`config.mk`:
```
export PLATFORM = sky130hd
export DESIGN_NAME = mmap_core_map
export DESIGN_NICKNAME = d
export VERILOG_FILES = /design/src/hdl/mmap_pkg.sv /design/src/hdl/mmap_dec_if.sv /design/src/hdl/mmap_region_dec.sv /design/src/hdl/mmap_core_map.sv
export SDC_FILE = /design/constraint.sdc
export NUM_CORES = 1
export LEC_CHECK = 0
export BUFFER_PORTS_ARGS = -buffer_cell sky130_fd_sc_hd__buf_2
export CAP_MARGIN = 20
export CORE_MARGIN = 2
export CORE_UTILIZATION = 30
export DETAILED_ROUTE_END_ITERATION = 7
export GPL_ROUTABILITY_DRIVEN = 0
export GPL_TIMING_DRIVEN = 0
export PLACE_DENSITY = 0.63
export SYNTH_ARGS = -nofsm -noshare
export SYNTH_HDL_FRONTEND = slang
export SYNTH_HIERARCHICAL = 1
export SYNTH_SLANG_ARGS = --single-unit
```
`constraint.sdc`:
```
create_clock -name clk_sys -period 1.8 [get_ports clk_sys]
set_input_delay 0.09 -clock clk_sys [delete_from_list [all_inputs] [get_ports clk_sys]]
set_output_delay 0.09 -clock clk_sys [all_outputs]
set_load 0.01 [all_outputs]
```
`src/hdl/mmap_pkg.sv`:
```
// Package with constants and types for the memory address mapper
package mmap_pkg;

  // ----------------------------------------
  // Program space
  // ----------------------------------------
  localparam int MMAP_PC_W = 13;
  localparam int MMAP_PWORD_W = 14;
  localparam logic [12:0] MMAP_RESET_VEC = 13'h0000;
  localparam logic [12:0] MMAP_INT_VEC = 13'h0004;
  localparam logic [12:0] MMAP_MASK_8K = 13'h1fff;
  localparam logic [12:0] MMAP_MASK_4K = 13'h0fff;

  // ----------------------------------------
  // Data space
  // ----------------------------------------
  localparam int MMAP_OFS_W = 7;
  localparam int MMAP_DADDR_W = 9;
  localparam int MMAP_BSEL_HI_POS = 6;
  localparam int MMAP_BSEL_LO_POS = 5;
  localparam logic [6:0] MMAP_OFS_MAX = 7'h7f;
  localparam logic [6:0] MMAP_SFR_END = 7'h1f;
  localparam logic [6:0] MMAP_GPR_START = 7'h20;
  localparam logic [6:0] MMAP_INDIRECT_OFS = 7'h00;
  localparam logic [6:0] MMAP_SFR_EXT_END = 7'h0f;
  localparam logic [6:0] MMAP_SHARED_LO = 7'h70;
  localparam logic [7:0] MMAP_STATUS_RST = 8'h18;

  // Common-area offsets answering in every bank
  localparam logic [6:0] MMAP_OFS_PCL = 7'h02;
  localparam logic [6:0] MMAP_OFS_STATUS = 7'h03;
  localparam logic [6:0] MMAP_OFS_PTR = 7'h04;
  localparam logic [6:0] MMAP_OFS_PCLATH = 7'h0a;
  localparam logic [6:0] MMAP_OFS_INTCON = 7'h0b;

  typedef enum logic [1:0] {
    MMAP_REG_SFR = 2'h1,
    MMAP_REG_GPR = 2'h2
  } mmap_region_t;

  typedef enum logic [2:0] {
    MMAP_ST_RESET = 3'h1,
    MMAP_ST_RUN = 3'h2,
    MMAP_ST_VECTOR = 3'h4
  } mmap_state_t;

endpackage

```
`src/hdl/mmap_dec_if.sv`:
```
// Interface carrying a data address from the mapper to its decoder
`timescale 1ns/1ps
`default_nettype none
interface mmap_dec_if;
  import mmap_pkg::*;
  logic [8:0] daddr;
  mmap_region_t region;
  logic [8:0] phys;
  modport mapper (output daddr, input region, input phys);
  modport decoder (input daddr, output region, output phys);
endinterface
`default_nettype wire

```
`src/hdl/mmap_region_dec.sv`:
```
// Region decoder: splits a banked data address into SFR or RAM
`timescale 1ns/1ps
`default_nettype none
module mmap_region_dec
  import mmap_pkg::*;
(
  mmap_dec_if.decoder dec
);

  logic [1:0] bank;
  logic [6:0] ofs;

  always_comb begin
    bank = dec.daddr[8:7];
    ofs = dec.daddr[6:0];
    // Every bank keeps its SFR block at the bottom
    if (ofs <= MMAP_SFR_END) begin
      dec.region = MMAP_REG_SFR;
    end else begin
      dec.region = MMAP_REG_GPR;
    end
    dec.phys = dec.daddr;
    // High-use registers fold onto their bank 0 copy
    if (ofs == MMAP_INDIRECT_OFS || ofs == MMAP_OFS_PCL ||
        ofs == MMAP_OFS_STATUS || ofs == MMAP_OFS_PTR ||
        ofs == MMAP_OFS_PCLATH || ofs == MMAP_OFS_INTCON) begin
      dec.phys = {2'h0, ofs};
    end else if (ofs >= MMAP_SHARED_LO) begin
      // Top of each bank shares one RAM block
      dec.phys = {2'h0, ofs};
    end else if (bank[1] && !bank[0] && ofs <= MMAP_SFR_EXT_END &&
                 ofs[3:0] == 4'h1) begin
      dec.phys = {2'h0, ofs};
    end else if (bank[1] && bank[0] && ofs <= MMAP_SFR_EXT_END &&
                 ofs[3:0] == 4'h1) begin
      dec.phys = {2'h1, ofs};
    end
  end

endmodule
`default_nettype wire

```
`src/hdl/mmap_core_map.sv`:
```
// Program counter and banked data address mapper
`timescale 1ns/1ps
`default_nettype none
module mmap_core_map
  import mmap_pkg::*;
#(
  parameter bit HALF_PROG = 1'b0
)
(
  input wire logic clk_sys,
  input wire logic srst,
  // Fetch side
  input wire logic pc_advance,
  input wire logic pc_load,
  input wire logic [12:0] pc_load_val,
  input wire logic int_take,
  output logic [12:0] fetch_addr,
  output logic fetch_valid,
  // Data side
  input wire logic data_req,
  input wire logic data_we,
  input wire logic [6:0] data_ofs,
  input wire logic status_we,
  input wire logic [7:0] status_wdata,
  input wire logic ptr_we,
  input wire logic [7:0] ptr_wdata,
  output logic [8:0] data_addr,
  output logic data_is_sfr,
  output logic data_is_gpr,
  output logic data_indirect,
  output logic data_strobe,
  output logic data_wr,
  output logic [1:0] bank_sel,
  output logic [7:0] status_q,
  output logic [7:0] indirect_pointer
);

  // ----------------------------------------
  // State
  // ----------------------------------------
  typedef struct packed {
    mmap_state_t st;
    logic [12:0] pc;
    logic [12:0] fetch_addr;
    logic fetch_valid;
    logic [7:0] status;
    logic [7:0] ptr;
    logic [8:0] data_addr;
    logic data_is_sfr;
    logic data_is_gpr;
    logic data_indirect;
    logic data_strobe;
    logic data_wr;
  } mmap_regs_t;

  mmap_regs_t state_reg;
  mmap_regs_t state_next;

  mmap_dec_if dec_bus ();

  mmap_region_dec u_dec (
    .dec (dec_bus.decoder)
  );

  // ----------------------------------------
  // Helpers
  // ----------------------------------------
  function automatic logic [12:0] wrap_pc(input logic [12:0] a);
    // Upper address bit is simply not wired on the small part
    if (HALF_PROG) begin
      return a & MMAP_MASK_4K;
    end
    return a & MMAP_MASK_8K;
  endfunction

  function automatic logic [1:0] bank_of(input logic [7:0] st);
    return {st[MMAP_BSEL_HI_POS], st[MMAP_BSEL_LO_POS]};
  endfunction

  logic [1:0] bank_now;
  logic [6:0] ofs_now;
  logic indirect_now;

  // ----------------------------------------
  // Data address forming
  // ----------------------------------------
  always_comb begin
    bank_now = bank_of(state_reg.status);
    ofs_now = data_ofs & MMAP_OFS_MAX;
    indirect_now = (ofs_now == MMAP_INDIRECT_OFS);
    if (indirect_now) begin
      // Pointer supplies offset, bank bit 8 from status bit 7
      dec_bus.daddr = {state_reg.status[7], state_reg.ptr};
    end else begin
      dec_bus.daddr = {bank_now, ofs_now};
    end
  end

  // ----------------------------------------
  // Next state
  // ----------------------------------------
  always_comb begin
    state_next = state_reg;
    state_next.data_strobe = 1'b0;
    state_next.data_wr = 1'b0;
    unique case (state_reg.st)
      MMAP_ST_RESET: begin
        state_next.pc = MMAP_RESET_VEC;
        state_next.fetch_addr = MMAP_RESET_VEC;
        state_next.fetch_valid = 1'b1;
        state_next.st = MMAP_ST_RUN;
      end
      MMAP_ST_RUN: begin
        if (int_take) begin
          state_next.pc = MMAP_INT_VEC;
          state_next.fetch_addr = MMAP_INT_VEC;
          state_next.st = MMAP_ST_VECTOR;
        end else if (pc_load) begin
          state_next.pc = wrap_pc(pc_load_val);
          state_next.fetch_addr = wrap_pc(pc_load_val);
        end else if (pc_advance) begin
          state_next.pc = wrap_pc(13'(state_reg.pc + 13'h0001));
          state_next.fetch_addr = wrap_pc(13'(state_reg.pc + 13'h0001));
        end
      end
      MMAP_ST_VECTOR: begin
        // One cycle hold on the vector before normal stepping
        state_next.st = MMAP_ST_RUN;
      end
      default: begin
        state_next.st = MMAP_ST_RESET;
      end
    endcase

    // Data path runs in parallel with fetch each cycle
    if (data_req) begin
      state_next.data_addr = dec_bus.phys;
      state_next.data_is_sfr = (dec_bus.region == MMAP_REG_SFR);
      state_next.data_is_gpr = (dec_bus.region == MMAP_REG_GPR);
      state_next.data_indirect = indirect_now;
      state_next.data_strobe = 1'b1;
      state_next.data_wr = data_we;
    end
    if (status_we) begin
      state_next.status = status_wdata;
    end
    if (ptr_we) begin
      state_next.ptr = ptr_wdata;
    end

    if (srst) begin
      state_next = '0;
      state_next.st = MMAP_ST_RESET;
      state_next.pc = MMAP_RESET_VEC;
      state_next.fetch_addr = MMAP_RESET_VEC;
      state_next.status = MMAP_STATUS_RST;
    end
  end

  always_ff @(posedge clk_sys) begin
    state_reg <= state_next;
  end

  // ----------------------------------------
  // Outputs
  // ----------------------------------------
  assign fetch_addr = state_reg.fetch_addr;
  assign fetch_valid = state_reg.fetch_valid;
  assign data_addr = state_reg.data_addr;
  assign data_is_sfr = state_reg.data_is_sfr;
  assign data_is_gpr = state_reg.data_is_gpr;
  assign data_indirect = state_reg.data_indirect;
  assign data_strobe = state_reg.data_strobe;
  assign data_wr = state_reg.data_wr;
  assign bank_sel = bank_of(state_reg.status);
  assign status_q = state_reg.status;
  assign indirect_pointer = state_reg.ptr;

endmodule
`default_nettype wire

```
==> flow_summary_export.csv, run 1 <==
group,metric,value,unit
pwr,comb_power_share,0.190,
clock_tree,cts-root-buf,"clkbuf_8",
logic_synthesis,syn_avg_cell_area,8.776,um^2
sta,hold_viol,0,
sta,whs,32.26,ps
worst_hold_path,hold_path.class,"primary input to register",
worst_setup_path,cp.required,1970,ps
clock_tree,clock_sinks,47,
logic_synthesis,synthFlopType,"dfxtp_1",
sta,setup_violations,0,
floorplan,die_height,95.63,um
global_routing,first_global_vias,2064,
route,drtIter0Drc,65,
route,firstDrtPassIters,4,
logic_synthesis,synth_nets,333,
sta,setup-tns-final,0,ps
global_routing,grt_max_degree,14,
worst_setup_path,path_class,"register to register",
clock_tree,cts_max_level,2,
floorplan,die_area,9144,um^2
logic_synthesis,synth.area.top_cells,"dfxtp_1, buf_4, mux2i_1",
floorplan,die_w,95.63,um
logic_synthesis,synth_top_area_share,0.3736,
sta,tightest_slew,654.5,ps
worst_setup_path,critPathLaunchType,"register",
worst_setup_path,critPathCaptureType,"register",
route,ant_nets,0,
worst_setup_path,crit_fanout,8,
pwr,seqPwrFrac,0.515,
worst_setup_path,ff2ff_path_depth,5,
route,routedWlPerCell,12.43,um
clock_tree,cts_buffer_depth,2,
pwr,p_leak,1.593,nW
logic_synthesis,yosys-top-cells-count,"buf_4, dfxtp_1, nor2_1",
sta,finalCritPeriodShare,0.9200,
global_routing,track_usage,0.1317,
cells_and_area,drive_gt1_frac,0.4223,
sta,skew,12.09,ps
pwr,p_sw,0.5852,mW
cells_and_area,area_growth,29.06,%
outcome,status,"completed",
logic_synthesis,synth_edf_count,0,
pwr,switching_share,0.2662,
placed_design,dp.final_hpwl,4665,um
pwr,internal_power,1.613,mW
clock_tree,clock_latency,300,ps
cells_and_area,num_antenna_cells,0,
logic_synthesis,synth_seq_cells,47,
global_routing,grt_pass1_wl,9508,um
logic_synthesis,synth_cells,287,
run,maxCapViolations,0,
pwr,total_power,2.198,mW
logic_synthesis,yosysWarnings,6,
route,vias,2254,
sta,max_freq,603.9,MHz
floorplan,start_util,0.3081,
cells_and_area,nets,432,
worst_hold_path,hold_path_depth,3,
clock_tree,tritoncts,"built",
pwr,pwr_density_cell,676.3,nW/um^2
logic_synthesis,synthArstFlopShare,0,
logic_synthesis,synth_area,2519,um^2
sta,relSlewSlack,0.5637,
global_routing,antenna_found_initial,0,
route,route.detailed.drc,0,
clock_tree,path_clk_slew,90,ps
logic_synthesis,synth_top_area_cell,"dfxtp_1",
placed_design,io_buffers,85,
logic_synthesis,seq_area_frac_synth,0.3736,
global_routing,gr-total-overflow,0,
cells_and_area,largest_reg_flops,16,
clock_tree,cts_made_buffers,5,
floorplan,pin_count,91,
route,via_per_inst,4.591,
pwr,clockPowerShare,0.295,
sta,min_period,1656,ps
sta,slew_violations,0,
cells_and_area,fin_util,0.3976,
route,wl,6103,um
floorplan,rows,33,
pwr,ir_drop,0.0002752,V
logic_synthesis,yosysUniqueCellTypes,38,
sta,rsz0062_at_grt,"no",
worst_setup_path,arrival,1820,ps
floorplan,core-area,8175,um^2
cell usage in the layout, fill, tap and decap left out, drive strengths merged, types with 2 or more instances in the layout:
cell,instances
o22ai,2
and2,2
nand2b,7
nor2b,4
o2bb2ai,10
a21o,7
clkbuf,16
inv,6
and3,2
mux2,3
dfxtp,47
o21ai,14
nor2,41
a211o,3
nor3b,2
nor4,7
a22oi,5
nand2,6
mux2i,27
dlygate4sd3,3
nand4,3
nand3,5
nor3,5
nand3b,2
a21oi,10
buf,139
critical path, stage by stage, from the launching register on:
cell	delay [ps]
dfxtp_1	450
ha_1	240
nand3_2	190
nor4_2	390
o21ai_0	130
o2bb2ai_1	130
layout make-up:
cell class	instances	area, um^2
fillers	861	4925
clock inverters	1	5.005
plain buffers	60	404.1
inverters	6	22.52
repair buffers	92	485.5
flip-flops and latches	47	940.9
clock buffers	6	82.58
well taps	105	131.4
multi-input cells	174	1179
final timing paths:
check	startpoint	end	slack, ps
setup reg to reg	state_reg[44]	state_reg[56]	140
hold reg to reg	fetch_valid	fetch_valid	470
setup / recovery	state_reg[44]	state_reg[56]	140
hold / removal	status_wdata[0]	status_q[0]	30
layer usage:
metal	up-vias	GRT usage	part of all wire
li1	1151	-	-
met1	1015	0.1642	0.46
met2	83	0.2267	0.46
met3	5	0.03557	0.077
met4	0	0.02857	0.0056
met5	-	0	0
metrics by stage:
stage                     instances  setup WS (ps)  instance area, um^2
after floorplan                 287         -48.78                 2519
after global placement          477         -415.2                 3075
after detailed placement        477         -406.7                 3075
after CTS                       491          28.78                 3234
after global routing            491          4.552                 3251
final                           491          144.1                 3251
what timing repair did:
action,4_1_cts,5_1_grt
endpoints found under the setup margin,9,13
setup buffers,4,0
resized for setup,2,3
endpoints found under the hold margin,3,0
pin swaps,1,1
hold buffers,3,0
cells by family after synthesis:
kind of cell | Yosys count | synth area share
buffers and inverters | 66 | 0.1694
AND/OR/NAND/NOR | 89 | 0.1823
XOR/XNOR | 1 | 0.003478
AO/OA/AOI/OAI | 53 | 0.1426
multiplexers | 30 | 0.1237
adder cells (fa/ha/maj) | 1 | 0.004967
flip-flops | 47 | 0.3736
power groups by stage:
| stage | Clock, mW | Sequential, mW | Combinational, mW |
|---|---|---|---|
| 3_5_place_dp | 0 | 1.15 | 0.411 |
| 4_1_cts | 0.681 | 1.13 | 0.418 |
| 3_3_place_gp | 0 | 1.15 | 0.407 |
| 5_1_grt | 0.719 | 1.14 | 0.464 |
| 2_1_floorplan | 0 | 1.15 | 0.274 |
| 6_report | 0.650 | 1.13 | 0.417 |
No activity file was read; power rests on OpenSTA's default activity.
==> run 2, diff against run 1 <==
--- a/config.mk
+++ b/config.mk
@@ -12,7 +12,7 @@
 export DETAILED_ROUTE_END_ITERATION = 7
 export GPL_ROUTABILITY_DRIVEN = 0
 export GPL_TIMING_DRIVEN = 0
-export PLACE_DENSITY = 0.63
+export PLACE_DENSITY = 0.61
 export SYNTH_ARGS = -nofsm -noshare
 export SYNTH_HDL_FRONTEND = slang
 export SYNTH_HIERARCHICAL = 1
==> constraint.sdc (replaced) <==
create_clock -name clk_sys -period 1.6 [get_ports clk_sys]
set_input_delay 0.08 -clock clk_sys [delete_from_list [all_inputs] [get_ports clk_sys]]
set_output_delay 0.08 -clock clk_sys [all_outputs]
set_load 0.01 [all_outputs]
==> flow_summary_export.csv, run 2 (synthesized netlist as in run 1, its figures left out) <==
group,metric,value,unit
outcome,status,"completed",
cells_and_area,area_growth,35.92,%
cells_and_area,final_common_cell,"buf_2",
sta,setup_slack,14.22,ps
pwr,pwr_density_cell,735.0,nW/um^2
cells_and_area,final_cell_mix,"buf_2, buf_4, dfxtp_1, nor2_1, mux2i_1",
global_routing,grt_pass1_wl,9825,um
clock_tree,cts-root-buf,"clkbuf_8",
worst_setup_path,path_buf_inv,2,
sta,setup_violations,0,
clock_tree,path_clk_slew,90,ps
route,firstDrtPassIters,5,
global_routing,track_usage,0.1361,
sta,hold_viol,0,
floorplan,rows,33,
pwr,p_sw,0.7065,mW
floorplan,pin_count,91,
route,via_per_inst,4.517,
pwr,internal_power,1.810,mW
pwr,ir_drop,0.0003160,V
worst_setup_path,max_stage_delay,540,ps
floorplan,die_w,95.63,um
worst_setup_path,worstPathCellList,"buf_6 -> or4_4 -> nor4_4 -> buf_4 -> mux2_4 -> nand2_4 -> a31oi_4 -> mux2i_1 -> nor2_1",
pwr,comb_power_share,0.203,
placed_design,io_buffers,85,
worst_setup_path,worst_path_max_delay_cell,"or4_4",
cells_and_area,nets,439,
sta,max_freq,630.6,MHz
route,route.detailed.drc,0,
floorplan,core-area,8175,um^2
worst_hold_path,hold_path.class,"primary input to register",
clock_tree,tritoncts,"built",
route,vias,2254,
worst_setup_path,critPathCaptureType,"register",
cells_and_area,fin_cells,499,
cells_and_area,multi_input_area,1279,um^2
sta,skew,7.532,ps
sta,finalCritPeriodShare,0.9911,
pwr,clockPowerShare,0.288,
worst_setup_path,crit_fanout,4,
cells_and_area,seqCellArea,945.9,um^2
global_routing,grt_max_degree,16,
placed_design,place_inst,477,
floorplan,start_util,0.3081,
floorplan,die_area,9144,um^2
sta,relSlewSlack,0.5312,
global_routing,antenna_found_initial,0,
worst_setup_path,critPathLaunchType,"primary input",
run,maxCapViolations,0,
floorplan,die_height,95.63,um
clock_tree,cts_max_level,2,
sta,slew_violations,0,
worst_setup_path,cp.required,1780,ps
global_routing,first_global_vias,1997,
worst_setup_path,crit_family,"simple AND/OR/NAND/NOR gates",
clock_tree,cts_buffer_depth,2,
clock_tree,clock_sinks,47,
sta,setup-tns-final,0,ps
route,drtIter0Drc,62,
sta,tightest_slew,703.1,ps
placed_design,dp.final_hpwl,4640,um
route,ant_nets,0,
cells_and_area,num_antenna_cells,0,
clock_tree,cts_made_buffers,5,
worst_setup_path,arrival,1760,ps
placed_design,dpl-instance-area,3078,um^2
pwr,seqPwrFrac,0.509,
clock_tree,clock_latency,300,ps
route,routedWlPerCell,12.64,um
sta,min_period,1586,ps
sta,rsz0062_at_grt,"yes",
placed_design,dp_slack,-597.7,ps
cells_and_area,final_area,3423,um^2
cells_and_area,drive_gt1_frac,0.4594,
pwr,p_leak,1.656,nW
cells_and_area,largest_reg_flops,16,
pwr,switching_share,0.2808,
worst_setup_path,path_class,"primary input to register",
global_routing,gr-total-overflow,0,
cells_and_area,nFillCells,863,
route,wl,6309,um
[run 2: cell types whose count changed in the layout (fill, tap and decap cells not counted), moves of 2 or more]
cell,before,now
dfxtp_1,47,43
buf_6,0,2
nand3_4,0,2
dfxtp_2,0,4
buf_2,87,85
clkinvlp_4,0,2
a21o_4,0,4
buf_4,51,58
a21o_2,7,3
[run 2: area by class of cell]
class | instances | share of cell area
clock buffers | 5 | 0.02010
inverters | 6 | 0.006579
multi-input cells | 174 | 0.3735
plain buffers | 60 | 0.1184
well taps | 105 | 0.03838
clock inverters | 3 | 0.005848
flip-flops and latches | 47 | 0.2763
repair buffers | 99 | 0.1608
[run 2: metal layers]
layer,vias to the layer above,GRT usage,wire [um]
li1,1161,-,-
met1,1019,0.1782,2866
met2,70,0.2290,2975
met3,4,0.03083,425
met4,0,0.02857,42
met5,-,0,0
[run 2: power by group through the flow]
stage / sequential (mW) / combinational, mW / clock (mW)
2_1_floorplan: 1.29 / 0.309 / 0
3_3_place_gp: 1.30 / 0.459 / 0
3_5_place_dp: 1.30 / 0.464 / 0
4_1_cts: 1.27 / 0.496 / 0.763
5_1_grt: 1.29 / 0.563 / 0.806
6_report: 1.28 / 0.510 / 0.726
[run 2: final timing paths]
check                                startpoint       endpoint  slack [ps]  cells after the start
worst max-delay path                data_ofs[6]   data_addr[8]          10                      9
worst min-delay path            status_wdata[6]    status_q[6]          10                      3
worst max register to register    state_reg[44]  state_reg[54]         120                      5
worst min register to register      fetch_valid    fetch_valid         480                      2
[run 2: worst min-delay path, stage by stage]
cell and delay (ps):
buf_2 80, mux2i_1 50, nor2_1 70
[run 2: stage by stage]
step	total power, mW	hold slack (ps)	utilization
global placement	1.755	281.3	0.3765
finish	2.516	11.73	0.4187
CTS	2.534	5.636	0.4088
detailed placement	1.763	284.7	0.3765
global route	2.660	19.42	0.4187
floorplan	1.599	201.7	-
[run 2: timing repair]
item | 4_1_cts | 5_1_grt
setup endpoints to repair | 16 | 16
gates cloned | 0 | 0
pin swaps | 7 | 5
endpoints found under the hold margin | 3 | 0
hold buffers | 3 | 0
gates resized for setup | 19 | 10
setup buffers | 5 | 6
